==> config.mk <==
export PLATFORM = sky130hd
export DESIGN_NAME = bcsi_top
export DESIGN_NICKNAME = d
export VERILOG_FILES = /design/src/core/bcsi_top.v
export VERILOG_INCLUDE_DIRS = /design/src /design/src/core
export SDC_FILE = /design/constraint.sdc
export NUM_CORES = 1
export LEC_CHECK = 0
export ABC_AREA = 0
export BUFFER_PORTS_ARGS = -buffer_cell sky130_fd_sc_hd__buf_2
export CORE_UTILIZATION = 30
export CTS_CLUSTER_DIAMETER = 80
export DETAILED_ROUTE_END_ITERATION = 10
export MAX_ROUTING_LAYER = met4
export SETUP_SLACK_MARGIN = 0.5
export SYNTH_ARGS = -nofsm -noshare
export SYNTH_HDL_FRONTEND = slang
export SYNTH_SLANG_ARGS = --single-unit
export TNS_END_PERCENT = 20
==> constraint.sdc <==
create_clock -name aclk -period 2.2 [get_ports aclk]
set_input_delay 0.22 -clock aclk [delete_from_list [all_inputs] [get_ports aclk]]
set_output_delay 0.22 -clock aclk [all_outputs]
set_load 0.005 [all_outputs]
==> src/core/bcsi_defines.vh <==
/*
 Constants for the brake chopper status indicator block: register byte offsets,
 field positions, reset values, restore pattern and lamp timing.
 Assumes inclusion by bare name from the design files under core/.
*/
`ifndef BCSI_DEFINES_VH
`define BCSI_DEFINES_VH

// Register byte offsets (one aligned 32-bit word each)
`define BCSI_OFS_CTRL        8'h00
`define BCSI_OFS_COND        8'h04
`define BCSI_OFS_LAMPS       8'h08
`define BCSI_OFS_IRQ_STAT    8'h0C
`define BCSI_OFS_IRQ_MASK    8'h10
`define BCSI_OFS_RESTORE     8'h14
`define BCSI_OFS_AMB_TEMP    8'h18
`define BCSI_OFS_THERM_RES   8'h1C
`define BCSI_OFS_TIME_CONST  8'h20
`define BCSI_OFS_PD_STATUS   8'h24

// Control register fields
`define BCSI_CTRL_STATE_LSB  0
`define BCSI_CTRL_STATE_W    3
`define BCSI_CTRL_CHOP_REQ   4

// Condition input bit positions (also interrupt bit positions)
`define BCSI_C_SUP_HIGH      0
`define BCSI_C_SUP_LOW       1
`define BCSI_C_SUP_ABSENT    2
`define BCSI_C_BOARD_HOT     3
`define BCSI_C_RES_WARN      4
`define BCSI_C_RES_HOT       5
`define BCSI_C_CHOP_ON       6
`define BCSI_NCOND           7

// Fieldbus slave state codes
`define BCSI_ST_INIT         3'h1
`define BCSI_ST_PREOP        3'h2
`define BCSI_ST_BOOT         3'h3
`define BCSI_ST_SAFEOP       3'h4
`define BCSI_ST_OP           3'h0

// Reported process data values in OP
`define BCSI_PD_STATE_OP     8'h08
`define BCSI_PD_WCNT_OK      8'h00

// Restore-defaults pattern
`define BCSI_RESTORE_PAT     32'h64616F6C

// Parameter reset values (plain defaults)
`define BCSI_RST_AMB_TEMP    16'h0019
`define BCSI_RST_THERM_RES   16'h0514
`define BCSI_RST_TIME_CONST  16'h0226

// Lamp timing: base tick period in ns, and patterns in ticks of 50 ms
`define BCSI_TICK_NS         50000000
`define BCSI_CLK_NS          8
`define BCSI_TICK_CYC        (`BCSI_TICK_NS / `BCSI_CLK_NS)
`define BCSI_FLASH_TICKS     4
`define BCSI_SINGLE_ON       4
`define BCSI_SINGLE_PERIOD   20

`endif

==> src/core/bcsi_top.v <==
/*
 Brake chopper status indicator block with AXI4-Lite register slave.
 Drives the run lamp from the fieldbus slave state and the condition lamps
 from measured condition flags; holds thermal model parameters and the
 restore-defaults command; raises a masked sticky-event interrupt.
 Assumes condition flags arrive from the analogue side asynchronously and
 that software writes the slave state into the control register.
*/
// How it works
// - Run lamp pattern encodes slave state
// - SAFEOP forces chopper drive off
// - Process data only valid in OP
// - Supply-good lamp only when all fine except resistor warning
// - Supply-good off on supply/thermal faults
// - Overvoltage lamp follows supply-high flag
// - Board temperature lamp follows board flag
// - Undervoltage lamp on low supply
// - Resistor warning lamp on squared-time limit
// - Chopper lamp while resistor switched on
// - Error with undervoltage when supply absent
// - Error with warning, overvoltage on resistor overtemperature
// - Restore pattern reverts all parameters
// - OP reports state 8, counter 0
// - Ambient temperature parameter held
// - Thermal resistance parameter held
// - Thermal time constant parameter held
`timescale 1ns/1ps
`include "bcsi_defines.vh"

module bcsi_top #(
   parameter TICK_CYC = `BCSI_TICK_CYC     // Cycles per 50 ms lamp tick
) (
   // Clock and reset
   input  wire        aclk,
   input  wire        aresetn,
   // AXI4-Lite write address
   input  wire [7:0]  s_axi_awaddr,
   input  wire        s_axi_awvalid,
   output reg         s_axi_awready,
   // AXI4-Lite write data
   input  wire [31:0] s_axi_wdata,
   input  wire [3:0]  s_axi_wstrb,
   input  wire        s_axi_wvalid,
   output reg         s_axi_wready,
   // AXI4-Lite write response
   output reg  [1:0]  s_axi_bresp,
   output reg         s_axi_bvalid,
   input  wire        s_axi_bready,
   // AXI4-Lite read address
   input  wire [7:0]  s_axi_araddr,
   input  wire        s_axi_arvalid,
   output reg         s_axi_arready,
   // AXI4-Lite read data
   output reg  [31:0] s_axi_rdata,
   output reg  [1:0]  s_axi_rresp,
   output reg         s_axi_rvalid,
   input  wire        s_axi_rready,
   // Asynchronous condition flags from the measurement side
   input  wire        supply_high,
   input  wire        supply_low,
   input  wire        supply_absent,
   input  wire        board_hot,
   input  wire        current_squared_time_limit,
   input  wire        resistor_hot,
   input  wire        chopper_switched,
   // Lamps
   output reg         lamp_run,
   output reg         lamp_supply_ok,
   output reg         lamp_overvolt,
   output reg         lamp_board_temp,
   output reg         lamp_undervolt,
   output reg         lamp_res_warn,
   output reg         lamp_chopper,
   output reg         lamp_error,
   // Chopper drive request, process data gate and restore notice
   output reg         chopper_drive,
   output reg         pd_exchange_en,
   output reg         params_restored,
   // Interrupt
   output reg         irq
);

   // One-hot run lamp pattern states
   localparam [4:0] PAT_DARK   = 5'h01;
   localparam [4:0] PAT_FLASH  = 5'h02;
   localparam [4:0] PAT_SINGLE = 5'h04;
   localparam [4:0] PAT_STEADY = 5'h08;
   localparam [4:0] PAT_FLICK  = 5'h10;

   localparam NC = `BCSI_NCOND;

   // Raw flags gathered into a vector, position per defines
   wire [NC-1:0] cond_raw;
   assign cond_raw = {chopper_switched, resistor_hot, current_squared_time_limit,
                      board_hot, supply_absent, supply_low, supply_high};

   // Three-stage synchronisers; stage 1 feeds only stage 2
   reg  [NC-1:0] sync1_q;
   reg  [NC-1:0] sync2_q;
   reg  [NC-1:0] sync3_q;
   reg  [NC-1:0] cond_q;              // Filtered condition levels
   reg  [NC-1:0] cond_d;

   // Software state
   reg  [`BCSI_CTRL_STATE_W-1:0] slave_state_q;  // Fieldbus slave state
   reg           chop_req_q;          // Process data chopper request
   reg  [15:0]   amb_temp_q;          // Resistor ambient temperature, degC
   reg  [15:0]   therm_res_q;         // Thermal resistance, mdegC/W
   reg  [15:0]   time_const_q;        // Thermal time constant, s
   reg  [NC-1:0] irq_stat_q;          // Sticky event bits
   reg  [NC-1:0] irq_mask_q;          // One enables the event
   reg  [NC-1:0] cond_prev_q;         // For rising-edge events

   // Prescaler and pattern counters
   reg  [31:0]   presc_q;             // Free-running tick prescaler
   reg           tick_q;              // One-cycle 50 ms tick
   reg  [7:0]    tick_cnt_q;          // Tick counter for slow patterns
   reg  [2:0]    flash_cnt_q;         // Tick counter for even flashing
   reg  [3:0]    flick_cnt_q;         // Fast counter for flicker
   reg  [4:0]    pat_q;               // Current run lamp pattern

   // AXI bookkeeping
   reg           aw_held_q;           // Write address taken
   reg           w_held_q;            // Write data taken
   reg  [7:0]    awaddr_q;
   reg  [31:0]   wdata_q;
   reg  [3:0]    wstrb_q;

   // Byte-lane merge of a write into a 16-bit parameter
   function [15:0] merge16;
      input [15:0] old;
      input [31:0] data;
      input [3:0]  strb;
      begin
         merge16 = {strb[1] ? data[15:8] : old[15:8], strb[0] ? data[7:0] : old[7:0]};
      end
   endfunction

   // Run lamp pattern from slave state
   function [4:0] state_pattern;
      input [`BCSI_CTRL_STATE_W-1:0] st;
      begin
         case (st)
            `BCSI_ST_INIT:   state_pattern = PAT_DARK;
            `BCSI_ST_PREOP:  state_pattern = PAT_FLASH;
            `BCSI_ST_SAFEOP: state_pattern = PAT_SINGLE;
            `BCSI_ST_OP:     state_pattern = PAT_STEADY;
            `BCSI_ST_BOOT:   state_pattern = PAT_FLICK;
            default:         state_pattern = PAT_DARK;
         endcase
      end
   endfunction

   wire wr_go;                        // Both halves of a write are present
   assign wr_go = aw_held_q & w_held_q & ~s_axi_bvalid;
   wire [NC-1:0] events;              // Rising edges of filtered conditions
   assign events = cond_q & ~cond_prev_q;
   wire in_op;
   assign in_op = (slave_state_q == `BCSI_ST_OP);
   wire restore_hit;                  // Full-word write of the restore pattern
   assign restore_hit = wr_go & (awaddr_q == `BCSI_OFS_RESTORE) & (wstrb_q == 4'hF) &
                        (wdata_q == `BCSI_RESTORE_PAT);

   // Synchroniser chain and agreement filter
   always @* begin
      cond_d = cond_q;
      if (sync2_q == sync3_q)
         cond_d = sync3_q;
   end

   always @(posedge aclk) begin
      if (!aresetn) begin
         sync1_q     <= {NC{1'b0}};
         sync2_q     <= {NC{1'b0}};
         sync3_q     <= {NC{1'b0}};
         cond_q      <= {NC{1'b0}};
         cond_prev_q <= {NC{1'b0}};
      end else begin
         sync1_q     <= cond_raw;
         sync2_q     <= sync1_q;
         sync3_q     <= sync2_q;
         cond_q      <= cond_d;
         cond_prev_q <= cond_q;
      end
   end

   // Free-running prescaler; period is a parameter so simulation can shorten it
   // prescaled pattern counter
   always @(posedge aclk) begin
      if (!aresetn) begin
         presc_q     <= 32'h00000000;
         tick_q      <= 1'b0;
         tick_cnt_q  <= 8'h00;
         flash_cnt_q <= 3'h0;
         flick_cnt_q <= 4'h0;
      end else begin
         tick_q      <= 1'b0;
         flick_cnt_q <= flick_cnt_q + 4'h1;
         if (presc_q >= TICK_CYC - 1) begin
            presc_q <= 32'h00000000;
            tick_q  <= 1'b1;
         end else begin
            presc_q <= presc_q + 32'h00000001;
         end
         if (tick_q) begin
            if (tick_cnt_q >= `BCSI_SINGLE_PERIOD - 1)
               tick_cnt_q <= 8'h00;
            else
               tick_cnt_q <= tick_cnt_q + 8'h01;
            // Own count keeps flash on and off equal across the slow wrap
            if (flash_cnt_q >= 2 * `BCSI_FLASH_TICKS - 1)
               flash_cnt_q <= 3'h0;
            else
               flash_cnt_q <= flash_cnt_q + 3'h1;
         end
      end
   end

   // Lamp, drive and interrupt outputs, all registered
   // registered lamps, dark in reset
   always @(posedge aclk) begin
      if (!aresetn) begin
         pat_q           <= PAT_DARK;
         lamp_run        <= 1'b0;
         lamp_supply_ok  <= 1'b0;
         lamp_overvolt   <= 1'b0;
         lamp_board_temp <= 1'b0;
         lamp_undervolt  <= 1'b0;
         lamp_res_warn   <= 1'b0;
         lamp_chopper    <= 1'b0;
         lamp_error      <= 1'b0;
         chopper_drive   <= 1'b0;
         pd_exchange_en  <= 1'b0;
         irq             <= 1'b0;
      end else begin
         pat_q <= state_pattern(slave_state_q);
         case (pat_q)
            PAT_DARK:   lamp_run <= 1'b0;
            PAT_FLASH:  lamp_run <= flash_cnt_q < `BCSI_FLASH_TICKS;
            PAT_SINGLE: lamp_run <= tick_cnt_q < `BCSI_SINGLE_ON;
            PAT_STEADY: lamp_run <= 1'b1;
            PAT_FLICK:  lamp_run <= flick_cnt_q[3];
            default:    lamp_run <= 1'b0;
         endcase
         lamp_supply_ok  <= ~(cond_q[`BCSI_C_SUP_HIGH] | cond_q[`BCSI_C_SUP_LOW] |
                              cond_q[`BCSI_C_SUP_ABSENT] | cond_q[`BCSI_C_RES_HOT] |
                              cond_q[`BCSI_C_BOARD_HOT]);
         lamp_overvolt   <= cond_q[`BCSI_C_SUP_HIGH] | cond_q[`BCSI_C_RES_HOT];
         lamp_board_temp <= cond_q[`BCSI_C_BOARD_HOT];
         lamp_undervolt  <= cond_q[`BCSI_C_SUP_LOW] | cond_q[`BCSI_C_SUP_ABSENT];
         lamp_res_warn   <= cond_q[`BCSI_C_RES_WARN] | cond_q[`BCSI_C_RES_HOT];
         lamp_chopper    <= cond_q[`BCSI_C_CHOP_ON];
         lamp_error      <= cond_q[`BCSI_C_SUP_ABSENT] | cond_q[`BCSI_C_RES_HOT];
         chopper_drive   <= chop_req_q & in_op;
         pd_exchange_en  <= in_op;
         irq             <= |(irq_stat_q & irq_mask_q);
      end
   end

   // AXI4-Lite write path: address and data taken in either order
   always @(posedge aclk) begin
      if (!aresetn) begin
         s_axi_awready   <= 1'b1;
         s_axi_wready    <= 1'b1;
         s_axi_bvalid    <= 1'b0;
         s_axi_bresp     <= 2'b00;
         aw_held_q       <= 1'b0;
         w_held_q        <= 1'b0;
         awaddr_q        <= 8'h00;
         wdata_q         <= 32'h00000000;
         wstrb_q         <= 4'h0;
         slave_state_q   <= `BCSI_ST_INIT;
         chop_req_q      <= 1'b0;
         amb_temp_q      <= `BCSI_RST_AMB_TEMP;
         therm_res_q     <= `BCSI_RST_THERM_RES;
         time_const_q    <= `BCSI_RST_TIME_CONST;
         irq_mask_q      <= {NC{1'b0}};
         irq_stat_q      <= {NC{1'b0}};
         params_restored <= 1'b0;
      end else begin
         params_restored <= 1'b0;
         if (s_axi_awvalid & s_axi_awready) begin
            awaddr_q      <= {s_axi_awaddr[7:2], 2'b00};
            aw_held_q     <= 1'b1;
            s_axi_awready <= 1'b0;
         end
         if (s_axi_wvalid & s_axi_wready) begin
            wdata_q      <= s_axi_wdata;
            wstrb_q      <= s_axi_wstrb;
            w_held_q     <= 1'b1;
            s_axi_wready <= 1'b0;
         end
         if (s_axi_bvalid & s_axi_bready) begin
            s_axi_bvalid  <= 1'b0;
            s_axi_awready <= 1'b1;
            s_axi_wready  <= 1'b1;
         end
         if (wr_go) begin
            aw_held_q    <= 1'b0;
            w_held_q     <= 1'b0;
            s_axi_bvalid <= 1'b1;
            s_axi_bresp  <= 2'b00;
            case (awaddr_q)
               `BCSI_OFS_CTRL: begin
                  if (wstrb_q[0]) begin
                     slave_state_q <= wdata_q[`BCSI_CTRL_STATE_LSB +: `BCSI_CTRL_STATE_W];
                     chop_req_q    <= wdata_q[`BCSI_CTRL_CHOP_REQ];
                  end
               end
               `BCSI_OFS_IRQ_MASK: if (wstrb_q[0]) irq_mask_q <= wdata_q[NC-1:0];
               `BCSI_OFS_AMB_TEMP:   amb_temp_q   <= merge16(amb_temp_q, wdata_q, wstrb_q);
               `BCSI_OFS_THERM_RES:  therm_res_q  <= merge16(therm_res_q, wdata_q, wstrb_q);
               `BCSI_OFS_TIME_CONST: time_const_q <= merge16(time_const_q, wdata_q, wstrb_q);
               `BCSI_OFS_IRQ_STAT, `BCSI_OFS_RESTORE, `BCSI_OFS_COND,
               `BCSI_OFS_LAMPS, `BCSI_OFS_PD_STATUS: s_axi_bresp <= 2'b00;
               default: s_axi_bresp <= 2'b10;
            endcase
            if (restore_hit) begin
               amb_temp_q      <= `BCSI_RST_AMB_TEMP;
               therm_res_q     <= `BCSI_RST_THERM_RES;
               time_const_q    <= `BCSI_RST_TIME_CONST;
               params_restored <= 1'b1;
            end
         end
         // Sticky events: write one clears, a new event wins over the clear
         if (wr_go && awaddr_q == `BCSI_OFS_IRQ_STAT && wstrb_q[0])
            irq_stat_q <= (irq_stat_q & ~wdata_q[NC-1:0]) | events;
         else
            irq_stat_q <= irq_stat_q | events;
      end
   end

   // AXI4-Lite read path, one read at a time
   always @(posedge aclk) begin
      if (!aresetn) begin
         s_axi_arready <= 1'b1;
         s_axi_rvalid  <= 1'b0;
         s_axi_rdata   <= 32'h00000000;
         s_axi_rresp   <= 2'b00;
      end else begin
         if (s_axi_rvalid & s_axi_rready) begin
            s_axi_rvalid  <= 1'b0;
            s_axi_arready <= 1'b1;
         end
         if (s_axi_arvalid & s_axi_arready) begin
            s_axi_arready <= 1'b0;
            s_axi_rvalid  <= 1'b1;
            s_axi_rresp   <= 2'b00;
            s_axi_rdata   <= 32'h00000000;
            case ({s_axi_araddr[7:2], 2'b00})
               `BCSI_OFS_CTRL:
                  s_axi_rdata <= {27'h0, chop_req_q, 1'b0, slave_state_q};
               `BCSI_OFS_COND:       s_axi_rdata <= {25'h0, cond_q};
               `BCSI_OFS_LAMPS:
                  s_axi_rdata <= {24'h0, lamp_error, lamp_chopper, lamp_res_warn, lamp_undervolt,
                                  lamp_board_temp, lamp_overvolt, lamp_supply_ok, lamp_run};
               `BCSI_OFS_IRQ_STAT:   s_axi_rdata <= {25'h0, irq_stat_q};
               `BCSI_OFS_IRQ_MASK:   s_axi_rdata <= {25'h0, irq_mask_q};
               `BCSI_OFS_RESTORE:    s_axi_rdata <= 32'h00000000;
               `BCSI_OFS_AMB_TEMP:   s_axi_rdata <= {16'h0, amb_temp_q};
               `BCSI_OFS_THERM_RES:  s_axi_rdata <= {16'h0, therm_res_q};
               `BCSI_OFS_TIME_CONST: s_axi_rdata <= {16'h0, time_const_q};
               // OP reports state 8 and counter 0
               `BCSI_OFS_PD_STATUS:
                  s_axi_rdata <= in_op ? {16'h0, `BCSI_PD_WCNT_OK, `BCSI_PD_STATE_OP} : 32'h00000000;
               default: s_axi_rresp <= 2'b10;
            endcase
         end
      end
   end

endmodule // bcsi_top

==> metrics, run 1 <==
mapped cell area 9360 um^2; leakage power 4.78 nW; final WL 24800 um; Root Buffer clkbuf_16; GRT met2 Usage 22.5%; clock-pin slew on the worst setup and hold paths 0.06 ns; CP Launch Type flop; commonest cells in the netlist dfxtp_1, nand2_1, a21oi_1; average size of a mapped cell 8.97 um^2; routed via count divided by cell count 4.93; CTS tree done; worst path required time 2.67 ns; ranking of synthesized cells by area dfxtp_1, nand2_1, a21oi_1, mux2i_1, nand3_1; number of DRC markers in iteration 0 474; global-route wire length before repair 38200 um; final instance area 12000 um^2; Synth async-reset ratio 0%; Placed Area 10400 um^2; Netlist cell types 60; Cell Chain, Critical Path nand4bb_1, nor4_2, buf_4, or4b_4, buf_12, a211oi_2, a211o_1; sequential share of the synthesized area 49.4%; initial antenna violation count 0; Core Rows 64; prevailing post-synth register cell dfxtp_1; IO Port Bufs 96; CP arrival 2.44 ns; WHS 0.0364 ns; status completed; Peak Freq 508 MHz; routing usage on met1 21.7%; routed len/inst 15.2 um; Tightest Hold Check Type in2reg; pin count of the biggest net entering global routing 114; Worst Max-Slew Pin Slew 1.11 ns; most frequent cell after synthesis dfxtp_1; RePlAce Congestion 0.841; Post-Synthesis Cells 1044; Final Hold Vio Count 0; CP peak stage delay 0.47 ns; Power per Cell Area 764 nW/um^2; Synth top area share 49.4%; final net count 1285; die width 179 um; DRT antenna net count 0; share of layout cells above drive strength 1 18.5%; Synth-to-Final Area Change 28.2%; Final Max Slew Viols 0; Top Ports 119; kind of critical path reg2reg; Clock Tree Buf Depth 3; vias 8029; HPWL after DPL 16300 um; Max Cap Viol 0; clock sinks 231; clock skew 0.00765 ns; Initial DRT Pass Iterations 5; Setup violations, final 0; min Tclk post-route 1.97 ns; Final period util 89.6%; Diodes inserted 0; # H-tree levels 1; post-synth top area cell dfxtp_1; busiest layer in global routing met2; Inserted Clock Buffers 26; DRC viols 0; total negative slack 0 ns; Worst Setup End Kind flop; Final Power 9.17 mW; peak supply drop 0.000539 V; vias in the first global route 7324; initial core utilization 30.5%; Core Util, Final 39.1%; Filler cells 3032; critical path peak fanout 10; core box area 30700 um^2; Die Span Y 179 um; RSZ-0062 raised after global routing true; Clock Latency Late Sink 0.52 ns; Synth Register Bits 231; global-route met3 utilization 2.65%; Die Area 31900 um^2; yosys warns 0; Slew HR 25.6%; slowest CP cell or4b_4; total gr overflow 0; gr usage total 15.4%; Post-synth EDFFs 0
[through the flow]
step / worst slack, ns / instances
after floorplan: 0.330 / 1070
after CTS: 0.191 / 1623
after global placement: 0.123 / 1521
after global routing: 0.137 / 1628
final: 0.230 / 1628
after detailed placement: 0.0521 / 1521
[sequential cells by signal (all words and copies together) (netlist names), 3 cells and up]
name	count
presc_q	32
wdata_q	32
amb_temp_q	16
s_axi_rdata	16
therm_res_q	16
time_const_q	16
tick_cnt_q	8
cond_prev_q	7
cond_q	7
irq_mask_q	7
irq_stat_q	7
sync1_q	7
sync2_q	7
sync3_q	7
awaddr_q	6
pat_q	5
flick_cnt_q	4
wstrb_q	4
flash_cnt_q	3
slave_state_q	3
[path summary, 6_finish.rpt]
kind | start | end | slack (ns) | cells past startpoint
setup reg to reg | wdata_q[7] | time_const_q[2] | 0.23 | 7
setup / recovery | wdata_q[7] | time_const_q[2] | 0.23 | 7
hold reg to reg | pat_q[0] | lamp_run | 0.39 | 1
hold / removal | s_axi_awvalid | awaddr_q[6] | 0.04 | 3
[final cells by class]
type                    instances  area, um^2  share of cell area [%]
flip-flops and latches        231        4630                    38.6
multi-input cells             739        4560                    38.0
repair buffers                198        1430                    11.9
clock buffers                  38         747                    6.22
well taps                     396         495                    4.13
clock inverters                 8        72.6                   0.605
inverters                      18        68.8                   0.573
[worst max-delay path, delay by kind of cell (launching register included)]
| family | cells | cell delay, ns |
|---|---|---|
| and+or+nand+nor | 3 | 0.94 |
| DFF | 1 | 0.33 |
| buffers and inverters | 2 | 0.33 |
| AOI/OAI and AO/OA | 2 | 0.31 |
[routing by layer]
metal	vias to the layer above	wire, um
met2	200	10900
met5	-	0
li1	3995	-
met3	34	1460
met1	3800	11900
met4	0	464
[timing repair]
action,CTS,global route
gates cloned,0,3
setup buffers,0,2
setup endpoints to repair,90,110
hold buffers,56,0
resized for setup,8,27
endpoints found under the hold margin,54,0
pin swaps,4,12
[cells by family (layout without fill, tap and decap cells)]
group	after synthesis	after routing	synth area share, %
compound gates	210	212	14.8
xor+xnor	34	34	3.18
fa+ha+maj	5	5	0.668
buf+inv	102	262	4.92
flops	231	231	49.4
mux	39	39	4.50
other cells	1	27	0.0400
simple gates	422	422	22.5
[cells in the final DEF, fill, tap and decap left out, types with 4 or more instances in the layout]
master	n
o21ai_0	32
a211oi_2	4
nand2b_1	12
xor2_1	19
clkinv_2	5
nor3_1	36
ha_1	5
nand4_1	11
nor3_2	4
inv_1	17
buf_2	97
a22o_1	21
o221ai_1	19
dfxtp_1	226
conb_1	27
o2bb2ai_1	7
a22oi_1	22
nand2_1	144
mux2i_1	32
nor4_1	8
nor2_1	53
a21oi_1	70
or2_2	5
mux2_2	5
and2_1	41
clkbuf_1	8
o211ai_1	7
a31oi_1	7
dfxtp_2	5
nand3_1	56
or3_1	9
and3_1	10
xnor2_1	15
a211o_1	4
dlygate4sd3_1	56
clkbuf_16	27
buf_4	40
[power breakdown]
group	leakage [nW]	internal [mW]	switching (mW)	total, mW
clock	0.394	2.46	1.69	4.15
sequential	1.88	4.30	0.0789	4.38
combinational	2.50	0.288	0.342	0.630
total	4.78	7.05	2.11	9.17
Note: power is estimated with default switching activity, not from simulation.
==> run 2: changes to the inputs <==
Settings changed: BUFFER_PORTS_ARGS -buffer_cell sky130_fd_sc_hd__buf_2 to unset, CORE_MARGIN set to 2, DONT_BUFFER_PORTS set to 1, RECOVER_POWER set to 25.
==> run 2 against run 1 <==
  * Die area grew 2.3%
  * Maximum frequency shrank 3.8%
  * Sequential cell count is the same
  * Combinational power shrank 11%
  * Sequential power is essentially flat
  * Hold slack lost 0.0053 ns
  * Clock power grew 5.1%
  * Utilization shrank 0.55 points
  * Sequential share of layout area grew 0.65 points
  * Critical path depth is the same
  * Cell count shrank 5.0%
  * Setup slack lost 0.079 ns
  * Critical endpoint is now therm_res_q[2]
  * Largest power group unchanged
==> metrics, run 2 (synthesis gave the netlist of run 1 again) <==
status completed; Worst Setup End Kind flop; HPWL after DPL 16000 um; slowest CP cell or4b_4; final WL 25200 um; Die Area 32600 um^2; die width 181 um; critical path peak fanout 5; core box area 30700 um^2; Peak Freq 488 MHz; Synth-to-Final Area Change 26.3%; Cell Chain, Critical Path nand4b_1, nor4_2, buf_4, or4b_4, buf_6, a211oi_2, a211o_1; Core Rows 64; Final period util 93.1%; flop2flop setup slack 0.15 ns; Clock power frac 46.8%; RSZ-0062 raised after global routing true; Placed Area 9890 um^2; total negative slack 0 ns; CTS tree done; final instance area 11800 um^2; gr usage total 15.3%; number of DRC markers in iteration 0 596; sequential share of power 47.1%; switch share 22.8%; Clock Tree Buf Depth 3; Die Span Y 181 um; pin count of the biggest net entering global routing 114; Slew HR 25.2%; WHS 0.0311 ns; Top Ports 119; Initial DRT Pass Iterations 5; Root Buffer clkbuf_16; vias in the first global route 7391; Gate power share 6.0%; DRT antenna net count 0; Psw 2.12 mW; Largest regs presc_q (32), wdata_q (32); internal power 7.19 mW; DRC viols 0; CP Launch Type flop; IO Port Bufs 0; worst path required time 2.67 ns; clock sinks 231; Setup violations, final 0; min Tclk post-route 2.05 ns; # H-tree levels 1; initial core utilization 30.5%; Final Hold Vio Count 0; routed len/inst 16.3 um; kind of critical path reg2reg; Final Max Slew Viols 0; global-route wire length before repair 39900 um; CP peak stage delay 0.48 ns; total gr overflow 0; vias 7763; RePlAce Congestion 0.854; Diodes inserted 0; most common cell after layout, fill and taps aside dfxtp_1; Filler cells 3061; routed via count divided by cell count 5.02; peak supply drop 0.000494 V; clock-pin slew on the worst setup and hold paths 0.06 ns; most frequent cells in the layout dfxtp_1, nand2_1, a21oi_1; final net count 1202; clock skew 0.0134 ns; CP arrival 2.52 ns; Tightest Hold Check Type in2reg; initial antenna violation count 0; Power per Cell Area 787 nW/um^2; Worst Max-Slew Pin Slew 1.12 ns; leakage power 4.48 nW; Clock Latency Late Sink 0.53 ns; Inserted Clock Buffers 26; Max Cap Viol 0; share of layout cells above drive strength 1 13.3%
run 2: cell types whose count changed in the layout (fill, tap and decap cells not counted), sizes merged:
cell and delta:
buf -95, dlygate4sd3 +7, bufbuf +3, clkbuf +2
clkinv +2, clkinvlp -2, a31o +1, inv +1
run 2: worst paths after layout:
check,from,endpoint,cells past startpoint
max,wdata_q[4],therm_res_q[2],7
min,s_axi_araddr[2],s_axi_rdata[11],2
max reg2reg,wdata_q[4],therm_res_q[2],7
min reg2reg,pat_q[0],lamp_run,1
run 2: repair_timing:
item                                    CTS  global route
endpoints found under the hold margin   137             0
resized for setup                        30            19
hold buffers                             64             0
pin swaps                                17            10
setup buffers                             6             3
cloned                                    4             3
endpoints found under the setup margin  109           114
run 2: metrics by stage:
stage,util [%],cells,power (mW),worst slack [ns]
floorplan,-,1070,4.81,0.330
global placement,32.2,1419,4.88,0.0834
detailed placement,32.2,1419,4.89,0.0595
CTS,38.2,1541,9.42,0.209
global route,38.6,1547,9.67,0.0668
finish,38.6,1547,9.31,0.151
run 2: per-layer routing:
layer  vias up  wire (um)  track usage (%)
li1       3831          -                -
met1      3663      11800             20.8
met2       223      11100             23.1
met3        46       1690             2.75
met4         0        524             4.42
met5         -          0                -
run 2: power by group through the flow:
stage	Sequential (mW)	Clock (mW)	Combinational (mW)
finish	4.39	4.36	0.563
global route	4.40	4.65	0.625
CTS	4.39	4.47	0.559
detailed placement	4.48	0	0.417
global placement	4.47	0	0.411
floorplan	4.46	0	0.359
run 2: critical path, delay by kind of cell (launching register included):
family	cells	cell delay, ns
AOI/OAI and AO/OA	2	0.38
buffers and inverters	2	0.32
DFF	1	0.31
and+or+nand+nor	3	0.98
run 2: area by class of cell:
type,count,area (um^2),share of cell area [%]
Sequential cell,231,4640,39.2
Multi-Input combinational cell,740,4600,38.9
Timing Repair Buffer,114,1150,9.69
Clock buffer,39,801,6.77
Tap cell,396,495,4.19
Clock inverter,9,78.8,0.666
Inverter,18,68.8,0.582
